==> config.mk <==
export PLATFORM = sky130hd
export DESIGN_NAME = ebot_timer
export DESIGN_NICKNAME = d
export VERILOG_FILES = /design/src/rtl/ebot_pkg.sv /design/src/rtl/ebot_tick_if.sv /design/src/rtl/ebot_prescaler.sv /design/src/rtl/ebot_edge_sync.sv /design/src/rtl/ebot_timer.sv
export VERILOG_INCLUDE_DIRS = /design/src /design/src/rtl
export SDC_FILE = /design/constraint.sdc
export NUM_CORES = 1
export LEC_CHECK = 0
export BUFFER_PORTS_ARGS = -buffer_cell sky130_fd_sc_hd__buf_4
export CORE_UTILIZATION = 48
export CTS_CLUSTER_SIZE = 30
export DETAILED_ROUTE_END_ITERATION = 16
export PLACE_DENSITY_LB_ADDON = 0.12
export SYNTH_ARGS = -nofsm -noshare
export SYNTH_HDL_FRONTEND = slang
export SYNTH_SLANG_ARGS = --single-unit
==> constraint.sdc <==
create_clock -name i_ref_clk -period 2.5 [get_ports i_ref_clk]
set_clock_uncertainty 0.05 [all_clocks]
set_input_delay 0.375 -clock i_ref_clk [delete_from_list [all_inputs] [get_ports i_ref_clk]]
set_output_delay 0.375 -clock i_ref_clk [all_outputs]
set_load 0.02 [all_outputs]
==> src/rtl/ebot_cfg.svh <==
`ifndef EBOT_CFG_SVH
`define EBOT_CFG_SVH
// Register byte addresses on the Wishbone bus
`define EBOT_ADDR_CTRL       4'h0
`define EBOT_ADDR_COUNT      4'h4
`define EBOT_ADDR_MASK       4'h8
`define EBOT_ADDR_FLAGS      4'hC
`define EBOT_ADDR_SFR        5'h10
// Field positions
`define EBOT_CS_MSB          2
`define EBOT_CS_LSB          0
`define EBOT_OVF_BIT         0
`define EBOT_PSR_BIT         0
// Reset values
`define EBOT_CTRL_RST        8'h00
`define EBOT_COUNT_RST       8'h00
`define EBOT_MASK_RST        8'h00
`define EBOT_FLAGS_RST       8'h00
// Counter limits
`define EBOT_COUNT_MAX       8'hFF
`define EBOT_COUNT_BOTTOM    8'h00
// Prescaler tap masks: tick when the low bits of the counter are all ones
`define EBOT_DIV8_MASK       10'h007
`define EBOT_DIV64_MASK      10'h03F
`define EBOT_DIV256_MASK     10'h0FF
`define EBOT_DIV1024_MASK    10'h3FF
`endif

==> src/rtl/ebot_pkg.sv <==
package ebot_pkg;
	// Clock-select codes of the control register
	typedef enum logic [2:0] {
		EBOT_CS_STOP,
		EBOT_CS_DIV1,
		EBOT_CS_DIV8,
		EBOT_CS_DIV64,
		EBOT_CS_DIV256,
		EBOT_CS_DIV1024,
		EBOT_CS_EXT_FALL,
		EBOT_CS_EXT_RISE
	} ebot_cs_t;

	// Bus slave phase
	typedef enum logic {
		EBOT_BUS_IDLE,
		EBOT_BUS_ACK
	} ebot_bus_t;
endpackage

==> src/rtl/ebot_tick_if.sv <==
`timescale 1ns/1ps
// Prescaler taps and external edge strobes toward the counter
interface ebot_tick_if;
	logic	presc_clear;	// Restart prescaler
	logic	tap_div8;	// One-cycle tap pulses
	logic	tap_div64;
	logic	tap_div256;
	logic	tap_div1024;
	logic	ext_rise;	// One-cycle edge pulses
	logic	ext_fall;

	modport presc (
		input	presc_clear,
		output	tap_div8,
		output	tap_div64,
		output	tap_div256,
		output	tap_div1024
	);
	modport edge_src (
		output	ext_rise,
		output	ext_fall
	);
	modport timer (
		output	presc_clear,
		input	tap_div8,
		input	tap_div64,
		input	tap_div256,
		input	tap_div1024,
		input	ext_rise,
		input	ext_fall
	);
endinterface

==> src/rtl/ebot_prescaler.sv <==
`timescale 1ns/1ps
`include "ebot_cfg.svh"
// Free-running 10-bit prescaler shared with the other timer
module ebot_prescaler
	import ebot_pkg::*;
(
	input	wire logic	i_ref_clk,
	input	wire logic	i_rstn,
	ebot_tick_if.presc	tk
);
	typedef struct packed {
		logic [9:0]	cnt;	// Prescaler count
	} ebot_presc_st_t;

	ebot_presc_st_t	st_r;	// Registered state
	ebot_presc_st_t	st_nxt;	// Next state

	// Pulses when all masked low bits are ones
	function automatic logic tap_hit(input logic [9:0] c,
		input logic [9:0] m);
		tap_hit = ((c & m) == m);
	endfunction

	// Runs whatever the clock select is; clear restarts it
	always_comb begin
		st_nxt = st_r;
		if (tk.presc_clear) begin
			st_nxt.cnt = 10'h000;
		end else begin
			st_nxt.cnt = st_r.cnt + 10'h001;
		end
	end

	// State register
	always_ff @(posedge i_ref_clk) begin
		if (!i_rstn) begin
			st_r <= '0;
		end else begin
			st_r <= st_nxt;
		end
	end

	// Tap pulses, suppressed during a clear
	assign tk.tap_div8    = !tk.presc_clear && tap_hit(st_r.cnt,
		`EBOT_DIV8_MASK);
	assign tk.tap_div64   = !tk.presc_clear && tap_hit(st_r.cnt,
		`EBOT_DIV64_MASK);
	assign tk.tap_div256  = !tk.presc_clear && tap_hit(st_r.cnt,
		`EBOT_DIV256_MASK);
	assign tk.tap_div1024 = !tk.presc_clear && tap_hit(st_r.cnt,
		`EBOT_DIV1024_MASK);
endmodule

==> src/rtl/ebot_edge_sync.sv <==
`timescale 1ns/1ps
// Two-stage synchroniser and edge detector for the count pin
module ebot_edge_sync
	import ebot_pkg::*;
(
	input	wire logic	i_ref_clk,
	input	wire logic	i_rstn,
	input	wire logic	i_pin,
	ebot_tick_if.edge_src	tk
);
	typedef struct packed {
		logic	meta;	// First stage, read only by sync
		logic	sync;	// Second stage
		logic	last;	// Previous synchronised level
	} ebot_edge_st_t;

	ebot_edge_st_t	st_r;	// Registered state
	ebot_edge_st_t	st_nxt;	// Next state

	// Sample once per clock, then keep history
	always_comb begin
		st_nxt      = st_r;
		st_nxt.meta = i_pin;
		st_nxt.sync = st_r.meta;
		st_nxt.last = st_r.sync;
	end

	// State register
	always_ff @(posedge i_ref_clk) begin
		if (!i_rstn) begin
			st_r <= '0;
		end else begin
			st_r <= st_nxt;
		end
	end

	// One pulse per detected edge
	assign tk.ext_rise = st_r.sync && !st_r.last;
	assign tk.ext_fall = !st_r.sync && st_r.last;
endmodule

==> src/rtl/ebot_timer.sv <==
// Chosen here: the placing of the registers and the Wishbone slave port.
`timescale 1ns/1ps
`include "ebot_cfg.svh"
// Functional notes
// - Eight-bit counter reachable as one register.
// - Count up one per active tick.
// - Clock-select zero stops the counter.
// - Counter readable and writable at any time.
// - Software write beats a same-cycle count.
// - Up only, wraps 0xFF to 0x00.
// - Maximum indication while counter is 0xFF.
// - Overflow flag set on wrap, never cleared by counting.
// - Codes 1-5: undivided, /8, /64, /256, /1024.
// - Code 6 falling edges, 7 rising edges.
// - Pin edges count even when driven locally.
// - Interrupt needs enable, global enable, flag.
// - Vector entry clears the overflow flag.
// - Writing one clears flag; zero keeps.
// - Prescaler free-running and shared.
// - Prescaler reset bit self-clears, reads zero.
// - Pin synchronised and edge detected.
module ebot_timer
	import ebot_pkg::*;
(
	input	wire logic		i_ref_clk,
	input	wire logic		i_rstn,
	input	wire logic		i_wb_cyc,
	input	wire logic		i_wb_stb,
	input	wire logic		i_wb_we,
	input	wire logic [4:0]	i_wb_adr,
	input	wire logic [3:0]	i_wb_sel,
	input	wire logic [31:0]	i_wb_dat,
	output	logic [31:0]		o_wb_dat,
	output	logic			o_wb_ack,
	input	wire logic		i_ext_count_pin,
	input	wire logic		i_global_irq_enable,
	input	wire logic		i_ovf_vector_taken,
	output	logic			o_irq,
	output	logic			o_count_max,
	output	logic			o_presc_clear
);
	// Complete state of the timer and its bus slave
	typedef struct packed {
		ebot_bus_t	bus;		// Bus phase
		logic [31:0]	rdata;		// Read data
		logic [2:0]	clk_sel;	// Clock-select field
		logic [7:0]	count;
		logic		ovf_en;		// Overflow irq enable
		logic		ovf_flag;	// Overflow flag
		logic		presc_clr;	// Prescaler reset pulse
		logic		irq;		// Registered irq
	} ebot_st_t;

	ebot_st_t	st_r;		// Registered state
	ebot_st_t	st_nxt;		// Next state
	ebot_cs_t	sel;		// Decoded clock select
	logic		tick;		// Selected timer tick
	logic		wr;		// Write strobe, one per access
	logic		rd;		// Read strobe, one per access
	logic		flag_set;	// Overflow event this cycle
	logic [7:0]	wbyte;		// Low write byte

	ebot_tick_if	tk ();		// Tick sources

	// Shared prescaler
	ebot_prescaler u_presc (
		.i_ref_clk	(i_ref_clk),
		.i_rstn		(i_rstn),
		.tk		(tk.presc)
	);

	// Count pin synchroniser; pin level is sensed regardless of
	// who drives it, so local drive also counts
	ebot_edge_sync u_edge (
		.i_ref_clk	(i_ref_clk),
		.i_rstn		(i_rstn),
		.i_pin		(i_ext_count_pin),
		.tk		(tk.edge_src)
	);

	assign tk.presc_clear = st_r.presc_clr;

	// Address match helper
	function automatic logic adr_is(input logic [4:0] a,
		input logic [4:0] r);
		adr_is = (a == r);
	endfunction

	// Register read mux; unmapped addresses read zero
	function automatic logic [31:0] rd_mux(input logic [4:0] a,
		input ebot_st_t s);
		logic [31:0] v;
		v = 32'h0000_0000;
		if (adr_is(a, 5'(`EBOT_ADDR_CTRL))) begin
			v[`EBOT_CS_MSB:`EBOT_CS_LSB] = s.clk_sel;
		end else if (adr_is(a, 5'(`EBOT_ADDR_COUNT))) begin
			v[7:0] = s.count;
		end else if (adr_is(a, 5'(`EBOT_ADDR_MASK))) begin
			v[`EBOT_OVF_BIT] = s.ovf_en;
		end else if (adr_is(a, 5'(`EBOT_ADDR_FLAGS))) begin
			v[`EBOT_OVF_BIT] = s.ovf_flag;
		end else begin
			v = 32'h0000_0000;
		end
		rd_mux = v;
	endfunction

	// Tick selection by clock-select code
	always_comb begin
		sel = ebot_cs_t'(st_r.clk_sel);
		case (sel)
			EBOT_CS_STOP:     tick = 1'b0;
			EBOT_CS_DIV1:     tick = 1'b1;
			EBOT_CS_DIV8:     tick = tk.tap_div8;
			EBOT_CS_DIV64:    tick = tk.tap_div64;
			EBOT_CS_DIV256:   tick = tk.tap_div256;
			EBOT_CS_DIV1024:  tick = tk.tap_div1024;
			EBOT_CS_EXT_FALL: tick = tk.ext_fall;
			EBOT_CS_EXT_RISE: tick = tk.ext_rise;
			default:          tick = 1'b0;
		endcase
	end

	// Bus strobes, taken only in the idle phase
	assign wr    = i_wb_cyc && i_wb_stb && i_wb_we &&
		(st_r.bus == EBOT_BUS_IDLE) && i_wb_sel[0];
	assign rd    = i_wb_cyc && i_wb_stb && !i_wb_we &&
		(st_r.bus == EBOT_BUS_IDLE);
	assign wbyte = i_wb_dat[7:0];

	// Wrap event: tick at maximum, unless a counter write wins
	assign flag_set = tick && (st_r.count == `EBOT_COUNT_MAX) &&
		!(wr && adr_is(i_wb_adr, 5'(`EBOT_ADDR_COUNT)));

	// Next-state logic for registers, counter and bus
	always_comb begin
		st_nxt           = st_r;
		st_nxt.presc_clr = 1'b0;
		// Bus handshake: ack one cycle, then drop
		case (st_r.bus)
			EBOT_BUS_IDLE: begin
				if (i_wb_cyc && i_wb_stb) begin
					st_nxt.bus = EBOT_BUS_ACK;
				end
			end
			EBOT_BUS_ACK: begin
				st_nxt.bus = EBOT_BUS_IDLE;
			end
			default: begin
				st_nxt.bus = EBOT_BUS_IDLE;
			end
		endcase
		if (rd) begin
			st_nxt.rdata = rd_mux(i_wb_adr, st_r);
		end
		// Counter: increment on tick, wrap naturally
		if (tick) begin
			st_nxt.count = st_r.count + 8'h01;
		end
		// Register writes
		if (wr && adr_is(i_wb_adr, 5'(`EBOT_ADDR_COUNT))) begin
			st_nxt.count = wbyte;
		end
		if (wr && adr_is(i_wb_adr, 5'(`EBOT_ADDR_CTRL))) begin
			st_nxt.clk_sel = wbyte[`EBOT_CS_MSB:`EBOT_CS_LSB];
		end
		if (wr && adr_is(i_wb_adr, 5'(`EBOT_ADDR_MASK))) begin
			st_nxt.ovf_en = wbyte[`EBOT_OVF_BIT];
		end
		if (wr && adr_is(i_wb_adr, `EBOT_ADDR_SFR)) begin
			st_nxt.presc_clr = wbyte[`EBOT_PSR_BIT];
		end
		// Flag clears first, a same-cycle set wins
		if (wr && adr_is(i_wb_adr, 5'(`EBOT_ADDR_FLAGS)) &&
			wbyte[`EBOT_OVF_BIT]) begin
			st_nxt.ovf_flag = 1'b0;
		end
		if (i_ovf_vector_taken) begin
			st_nxt.ovf_flag = 1'b0;
		end
		if (flag_set) begin
			st_nxt.ovf_flag = 1'b1;
		end
		st_nxt.irq = st_nxt.ovf_flag && st_nxt.ovf_en &&
			i_global_irq_enable;
	end

	// State register with synchronous reset
	always_ff @(posedge i_ref_clk) begin
		if (!i_rstn) begin
			st_r           <= '0;
			st_r.bus       <= EBOT_BUS_IDLE;
			st_r.clk_sel   <= 3'(`EBOT_CTRL_RST);
			st_r.count     <= `EBOT_COUNT_RST;
			st_r.ovf_en    <= 1'(`EBOT_MASK_RST);
			st_r.ovf_flag  <= 1'(`EBOT_FLAGS_RST);
		end else begin
			st_r <= st_nxt;
		end
	end

	// Outputs
	assign o_wb_ack      = (st_r.bus == EBOT_BUS_ACK);
	assign o_wb_dat      = st_r.rdata;
	assign o_irq         = st_r.irq;
	assign o_count_max   = (st_r.count == `EBOT_COUNT_MAX);
	assign o_presc_clear = st_r.presc_clr;
endmodule

# Word level (Yosys, flattened, before mapping)

Cells that the tools add are included.

Add/subtract/negate cells: 2
Equal/unequal tests: 16
Muxes and demuxes: 14
Bitwise logic cells: 2
Reductions and logical operators: 32

Operators with widths:

| kind                                                 | count |
|---|---|
| 2-to-1 mux 8 bit                                     | 3 |
| logical AND 1 bit                                    | 22 |
| equality test 8 bit (second input constant)          | 2 |
| equality test 3 bit (second input constant)          | 5 |
| adder 10 x 1 -> 10 bit (second input constant)       | 1 |
| equality test 10 bit (second input constant)         | 1 |
| equality test 5 x 4 -> 1 bit (second input constant) | 2 |
| adder 8 x 1 -> 8 bit (second input constant)         | 1 |
| one-hot mux 1 bit (8 select lines)                   | 1 |
| 2-to-1 mux 1 bit                                     | 7 |
| equality test 3 x 2 -> 1 bit (second input constant) | 2 |
| equality test 6 bit (second input constant)          | 1 |
| equality test 5 x 3 -> 1 bit (second input constant) | 1 |
| equality test 5 bit (second input constant)          | 1 |
| zero test 1 bit                                      | 5 |
| zero test 5 bit                                      | 1 |
| 2-to-1 mux 5 bit                                     | 1 |
| equality test 3 x 1 -> 1 bit (second input constant) | 1 |
| zero test 3 bit                                      | 1 |
| 2-to-1 mux 3 bit                                     | 1 |
| NOT 1 bit                                            | 2 |
| one-hot mux 1 bit (2 select lines)                   | 1 |
| AND reduction 2 bit                                  | 1 |
| nonzero test 2 bit                                   | 1 |
| OR reduction 2 bit                                   | 1 |

Register bits after elaboration: 61
Output and inout bits: 36
Logic and storage cells: 78

# Depth between registers and ports, before layout

Gate-level depths: netlist (run 1).

Word-level depth: 11
Gate-level depth with buffers: 8

# By module

Synthesis (run 1) repeated with hierarchy kept, for this count alone.

Cells, all modules: 229
Area, all modules: 2,009.4 um2

By module, submodules not included:

| module         | times used | cells each | area an instance (um2) |
|---|---|---|---|
| ebot_timer     | 1          | 169        | 1,450.1 |
| ebot_prescaler | 1          | 52         | 467.9 |
| ebot_edge_sync | 1          | 8          | 91.3 |

# Least setup slack after synthesis (run 1)

No wires, ideal clock.

Path kind: register to register
From: reg u_presc.st_r[0] (netlist name)
To: reg st_r (netlist bit o_irq)
Arrival: 1,771 ps
Required time: 2,335 ps
Slack: 563 ps
Cell stages (with the launch flop): 8
Buffers on the path: 1
Clock period less this slack: 1,937 ps
Cells stage by stage: dfxtp_1 -> ha_1 -> and4_4 -> and4b_1 -> a2111oi_4 -> buf_4 -> o41ai_1 -> and3_1

Longest elaborated chain between the ends: 8
Elaborated cells between the ends (all ways): 14
Classes of those cells: eq/ne: 4; mux: 2; reduce/logical: 8

Ends and longest elaborated chain:

| element                                            | line                 | source |
|---|---|---|
| from (decl)                                        | ebot_prescaler.sv:15 | `ebot_presc_st_t st_r;` |
| from (signal assigned)                             | ebot_prescaler.sv:39 | `st_r <= st_nxt;` |
| equality test 10 bit, or another cell as far along | ebot_prescaler.sv:21 | `tap_hit = ((c & m) == m);` |
| logical AND 1 bit, on equally long branches        | n/a                  |  |
| one-hot mux 1 bit (8 select lines) *               | ebot_timer.sv:111    | `case (sel)` |
| logical AND 1 bit * (2 in series)                  | ebot_timer.sv:132    | `` assign flag_set = tick && (st_r.count == `EBOT_COUNT_MAX) && `` |
| 2-to-1 mux 1 bit *                                 | ebot_timer.sv:181    | `if (flag_set) begin` |
| logical AND 1 bit * (2 in series)                  | ebot_timer.sv:184    | `st_nxt.irq = st_nxt.ovf_flag && st_nxt.ovf_en &&` |
| to (signal assigned)                               | ebot_timer.sv:198    | `st_r <= st_nxt;` |
| to (decl)                                          | ebot_timer.sv:54     | `ebot_st_t st_r;` |

Every way passes the cells marked *; elsewhere a longest branch is shown, timed or not.
A chain may end at the register's enable or synchronous reset.

# Worst setup path after layout (run 1)

From: reg u_presc.st_r[0] (netlist name)
To: reg st_r[11] (netlist name)

Longest elaborated chain between the ends: 4
Elaborated cells between the ends (all ways): 10
Classes of those cells: eq/ne: 4; mux: 1; reduce/logical: 5

Ends and longest elaborated chain:

| element                                            | line |
|---|---|
| equality test 10 bit, or another cell as far along | ebot_prescaler.sv:21 |
| logical AND 1 bit, on equally long branches        | n/a |
| one-hot mux 1 bit (8 select lines) *               | ebot_timer.sv:111 |
| nonzero test 2 bit (no line) *                     | n/a |

Marked as above.

==> results of run 1 <==
==> logic make-up after synthesis <==
logic type,Yosys count,share of synthesized area
simple gates,88,0.256
xor+xnor,6,0.0259
other cells,1,0.00185
mux,5,0.0253
fa+ha+maj,3,0.0185
buf+inv,48,0.159
flops,37,0.365
compound gates,40,0.148
==> power by group through the flow <==
stage / Sequential [mW] / Combinational (mW) / Clock [mW]
floorplan: 0.618 / 0.101 / 0
global placement: 0.619 / 0.111 / 0
detailed placement: 0.619 / 0.111 / 0
CTS: 0.605 / 0.112 / 0.463
global route: 0.607 / 0.124 / 0.498
finish: 0.605 / 0.111 / 0.456
==> cells in the mapped netlist, drive strengths merged, types with 2 or more instances <==
cell type	count	share of area
mux2i	4	0.020
and3	2	0.0062
nor3b	3	0.011
o41ai	2	0.0086
nand4	2	0.0092
nor3	3	0.0074
and2	6	0.018
nor4b	3	0.013
nand2b	3	0.0092
or2	2	0.0062
or4	6	0.026
clkbuf	4	0.0074
nand3	7	0.017
o21ai	12	0.030
xnor2	2	0.0086
buf	38	0.14
or3	3	0.0092
nor4	3	0.012
xor2	4	0.017
inv	6	0.011
ha	3	0.018
o31ai	4	0.015
a221oi	2	0.0086
nor2	18	0.033
dfxtp	37	0.36
nor2b	9	0.028
nand2	12	0.022
a31oi	7	0.022
o211a	2	0.0099
a22oi	5	0.018
==> worst max-delay path by stage <==
stage	depth (start not counted)	to	slack, ps	start
2_1_floorplan	7	o_irq$_SDFF_PN0_	560	u_presc.st_r[0]$_SDFF_PP0_
3_3_place_gp	6	st_r[11]$_SDFFE_PN0P_	300	u_presc.st_r[0]$_SDFF_PP0_
3_5_place_dp	6	st_r[11]$_SDFFE_PN0P_	300	u_presc.st_r[0]$_SDFF_PP0_
4_1_cts	6	st_r[11]$_SDFFE_PN0P_	270	u_presc.st_r[0]$_SDFF_PP0_
5_1_grt	6	o_irq$_SDFF_PN0_	120	u_presc.st_r[0]$_SDFF_PP0_
6_report	6	st_r[11]$_SDFFE_PN0P_	280	u_presc.st_r[0]$_SDFF_PP0_
==> metal layers <==
layer / global-route usage / vias to the layer above / share of wire
li1: - / 803 / -
met1: 0.281 / 687 / 0.54
met2: 0.233 / 60 / 0.38
met3: 0.0531 / 7 / 0.067
met4: 0.0638 / 0 / 0.014
met5: 0 / - / 0
==> worst max-delay path, stage by stage (launching register included) <==
cell and delay [ps]:
dfxtp_1 370, ha_1 210, and4_4 240, nand4_2 130
o211a_1 430, or4_4 540, a211oi_2 170
==> stage by stage <==
| step | power [mW] | worst slack, ps | std cells | instance area [sq um] | hold WS (ps) |
|---|---|---|---|---|---|
| finish | 1.17 | 281 | 301 | 2230 | 238 |
| global route | 1.23 | 123 | 301 | 2230 | 237 |
| CTS | 1.18 | 274 | 301 | 2230 | 235 |
| detailed placement | 0.730 | 299 | 293 | 2130 | 372 |
| global placement | 0.730 | 305 | 293 | 2130 | 364 |
| floorplan | 0.719 | 563 | 251 | 2120 | 362 |
==> cell usage in the layout, fill, tap and decap left out, types with 3 or more instances in the layout <==
cell,n
conb_1,24
nor2_1,18
nand2_1,12
o21ai_1,3
a31oi_1,7
a22oi_1,5
xor2_1,4
o31ai_1,4
clkbuf_8,7
nor2b_1,9
nand2b_1,3
nor3b_1,3
o21ai_0,9
mux2i_1,4
or3_1,3
nor3_1,3
or4_1,4
inv_1,6
and2_1,5
nand3_1,7
nor4b_1,3
ha_1,3
dfxtp_1,37
buf_4,34
==> flip-flops by register name, indices dropped and copies added, names as in the netlist <==
register and cells:
o_presc_clear 1, u_edge.st_nxt 2, u_edge.st_r 1, u_presc.st_r 10
st_r 10, o_irq 1, o_wb_ack 1, sel 3
o_wb_dat 8
==> layout make-up <==
cell class | instances | area (sq um) | share of cell area
inverter | 6 | 22.5 | 0.0101
clock inverter | 1 | 5.00 | 0.00224
multi-input combinational | 166 | 1050 | 0.471
tap | 50 | 62.6 | 0.0280
clock buffer | 7 | 96.3 | 0.0431
sequential | 37 | 741 | 0.331
timing repair buffer | 34 | 255 | 0.114
==> results by group, run 1 <==
Status
  – Outcome: finished clean

Timing
  – Fin crit period: between 2000 and 2500 ps
  – Final setup viols: 0
  – Worst rel slew slack: 0.656
  – RSZ-0062 raised after global routing: no
  – Fin. Hold Viols: 0
  – Max-slew violations: 0
  – Tcrit/Tclk final: 0.888
  – Worst Tran Pin Value: 508 ps
  – Fmax: about 0.45 GHz
  – Setup TNS: 0 ps

Placement
  – Port bufs: 33
  – Global placement routability congestion: 0.769
  – DP Wirelength: 2720 microns

Clocking
  – Clock root cell: clkbuf_8
  – Worst-path clk slew: 70 ps
  – Postcts setup bufs: 0
  – H-tree Lvls: 2
  – CTS resizes: 0
  – Total CTS buffers: 5
  – CTS tree: done
  – Clock sink count: 37
  – Worst-skew pair later-pin latency: 290 ps
  – CTS Buffer Depth: 2
  – Hold Buf Count CTS: 0

Worst hold path
  – Worst Hold Path EP: u_edge.st_nxt[1]$_SDFF_PN0_
  – HP Class: in2reg
  – Hold depth: 2
  – Hold_sp: i_ext_count_pin

Final layout
  – Layout Nets: 302
  – FILL cells: 396
  – Diode count: 0
  – Area Growth Syn to Fin: 10.1%
  – Share of cells above drive strength 1: 0.211
  – Finished Core Util: 0.555

Worst setup path
  – R2R Setup Slk: 280 ps
  – CP Capture Type: register
  – Worst Path Max Fanout: 17
  – Worst R2R End: st_r[11]$_SDFFE_PN0P_
  – CP Launch Type: register
  – RR Startpoint: u_presc.st_r[0]$_SDFF_PP0_
  – CP Class: reg2reg
  – WP data arrival: 2380 ps
  – Reg2Reg Depth: 6
  – CP required: 2660 ps

Flow run
  – Max Cap Violations: 0

Drt
  – Wirelength, routed: about 3700 microns
  – Pre-antenna DRT Iters: 4
  – Detailed-route via count: 1557
  – DR WL/cell: around 12 microns
  – Final ANT Viol Nets: 0
  – DRC: 0
  – Starting DRT DRC Count: 86
  – Vias per inst: 5.17

Pwr
  – Switching pwr: 0.285 mW
  – VDD IR max: 0.329 mV
  – PD cells: 525 nW/um^2
  – Sw Ratio: 0.243
  – Sequential power share: 0.516
  – Clock power frac: 0.389
  – Comb power frac: 0.095
  – Internal: 0.888 mW
  – Leakage: about 0.90 nW

Global route
  – Largest net degree at the start of global routing: 28
  – GRT Total Usage: 0.183
  – First-pass GRT wire length: 6110 microns
  – Remaining global-route overflow: 0
  – Vias in the first global route: ~1300
  – Initial antenna violation count: 0

Floorplan
  – Die height: between 60 and 70 microns
  – Die footprint: 4490 sq um
  – Chip width: 67.0 microns
  – Initial core utilization: 0.504
  – Row cnt: 23
  – I/O pin count: 85
  – Core box area: 4030 sq um

Synthesis
  – Post-synthesis cell area: 2030 sq um
  – Post-synth top flop: dfxtp_1
  – Number of synthesized flops with an enable pin: 0
  – Yosys cell types: 51
  – Synth Register Bits: 37
  – Syn Area/Cell: ~8.9 sq um
  – Syn. warnings: 0
  – Synth async-reset ratio: 0
  – Sequential cell area fraction in the yosys report: 0.365
  – Mapped Cells: 228
No activity file was read; power rests on OpenSTA's default activity.
==> run 2, diff against run 1 <==
--- a/config.mk
+++ b/config.mk
@@ -7,7 +7,8 @@
 export NUM_CORES = 1
 export LEC_CHECK = 0
 export BUFFER_PORTS_ARGS = -buffer_cell sky130_fd_sc_hd__buf_4
-export CORE_UTILIZATION = 48
+export CORE_UTILIZATION = 49
+export CTS_BUF_LIST = sky130_fd_sc_hd__clkbuf_2 sky130_fd_sc_hd__clkbuf_4 sky130_fd_sc_hd__clkbuf_8
 export CTS_CLUSTER_SIZE = 30
 export DETAILED_ROUTE_END_ITERATION = 16
 export PLACE_DENSITY_LB_ADDON = 0.12
==> results by group, run 2 (same netlist as run 1, synthesis figures left out) <==
Worst hold path
  – HP Class: in2reg
  – Hold_sp: i_ext_count_pin

Drt
  – Vias per inst: 5.27
  – Detailed-route via count: 1586
  – DR WL/cell: 12.4 microns
  – Starting DRT DRC Count: about 120
  – Pre-antenna DRT Iters: 4
  – Final ANT Viol Nets: 0
  – DRC: 0
  – Wirelength, routed: between 3000 and 4000 microns

Final layout
  – Share of cells above drive strength 1: 0.211
  – Commonest cells after routing, fill and taps aside: dfxtp_1, buf_4, conb_1
  – Area Growth Syn to Fin: 9.93%
  – Layout Nets: just over 300
  – Non-Filler Instances: 301
  – Diode count: 0
  – Commonest non-fill, non-tap cell in the layout: dfxtp_1

Pwr
  – Leakage: 0.896 nW
  – Internal: 0.869 mW
  – Comb power frac: 0.097
  – Switching pwr: 0.277 mW
  – Sw Ratio: 0.242
  – Sequential power share: 0.528
  – VDD IR max: about 0.33 mV
  – PD cells: 514 nW/um^2
  – Pwr Total: 1.15 mW
  – Clock power frac: 0.375

Global route
  – First-pass GRT wire length: 6100 microns
  – Remaining global-route overflow: 0
  – Initial antenna violation count: 0
  – Largest net degree at the start of global routing: 28
  – GRT Total Usage: 0.185
  – Vias in the first global route: 1375

Clocking
  – Total CTS buffers: 5
  – Worst-path clk slew: 70 ps
  – Clock root cell: clkbuf_8
  – CTS Buffer Depth: 2
  – CTS tree: done
  – H-tree Lvls: 2
  – Clock sink count: 37
  – CTS resizes: 0
  – Worst-skew pair later-pin latency: 290 ps
  – Postcts setup bufs: 0
  – Hold Buf Count CTS: 0

Floorplan
  – Chip width: 66.4 microns
  – Row cnt: 23
  – Die footprint: 4400 sq um
  – Initial core utilization: 0.507
  – Core box area: 4000 sq um
  – Die height: 66.4 microns
  – I/O pin count: 85

Worst setup path
  – Crit-path cells: ha_1 > and4_4 > nand4_2 > o211a_1 > or4_4 > a211oi_2
  – CP Capture Type: register
  – WP data arrival: around 2400 ps
  – Max stage delay on crit path: 540 ps
  – CP Class: reg2reg
  – CP required: 2660 ps
  – CP Launch Type: register
  – Worst Path Max Fanout: 17
  – Worst setup path startpoint: u_presc.st_r[0]$_SDFF_PP0_
  – RR Startpoint: u_presc.st_r[0]$_SDFF_PP0_
  – CP max stage cell: or4_4

Timing
  – Worst Tran Pin Value: 501 ps
  – Final setup viols: 0
  – Fmax: ~0.46 GHz
  – Tcrit/Tclk final: 0.877
  – Setup TNS: 0 ps
  – Fin crit period: 2190 ps
  – Worst rel slew slack: 0.661
  – RSZ-0062 raised after global routing: no
  – Worst setup margin: 309 ps
  – Fin. Hold Viols: 0
  – Max-slew violations: 0

Placement
  – Global placement routability congestion: about 0.76
  – DP Cell Count: 294
  – DP Wirelength: approximately 2700 microns
  – Pre-CTS WS: 307 ps
  – Port bufs: 33

Flow run
  – Max Cap Violations: 0

Status
  – Outcome: finished clean
[run 2: worst paths after layout]
check                                      to  slack (ps)  depth (start not counted)
hold reg to reg   u_edge.st_nxt[0]$_SDFF_PN0_         380                          1
setup reg to reg        st_r[11]$_SDFFE_PN0P_         310                          6
hold / removal    u_edge.st_nxt[1]$_SDFF_PN0_         240                          2
setup / recovery        st_r[11]$_SDFFE_PN0P_         310                          6
[run 2: area by class of cell]
class / count / area, sq um
well taps: 50 / 62.6
clock buffers: 7 / 90.1
flip-flops and latches: 37 / 741
fillers: 391 / 1770
multi-input cells: 166 / 1050
inverters: 6 / 22.5
repair buffers: 35 / 263
[run 2: worst max-delay path: cells and delay by family, from the launching register on]
family / cells / cell delay [ps]
DFF: 1 / 370
and+or+nand+nor: 3 / 900
AOI/OAI and AO/OA: 2 / 590
adders and majority gates: 1 / 210
[run 2: per-layer routing]
layer	part of all wire	global-route usage
met5	0	0
met4	0.017	0.0798
met3	0.060	0.0534
met2	0.44	0.282
met1	0.49	0.241
[run 2: power by group through the flow]
stage | Combinational [mW] | Sequential, mW | Clock (mW)
after global routing | 0.125 | 0.606 | 0.474
after detailed placement | 0.111 | 0.619 | 0
after global placement | 0.111 | 0.619 | 0
after floorplan | 0.101 | 0.618 | 0
after CTS | 0.111 | 0.605 | 0.444
final | 0.111 | 0.605 | 0.429
[run 2: stage by stage]
step	area [sq um]	hold slack (ps)	utilization
floorplan	2120	362	-
global placement	2140	366	0.535
detailed placement	2140	372	0.535
CTS	2230	234	0.558
global route	2230	237	0.558
finish	2230	243	0.558
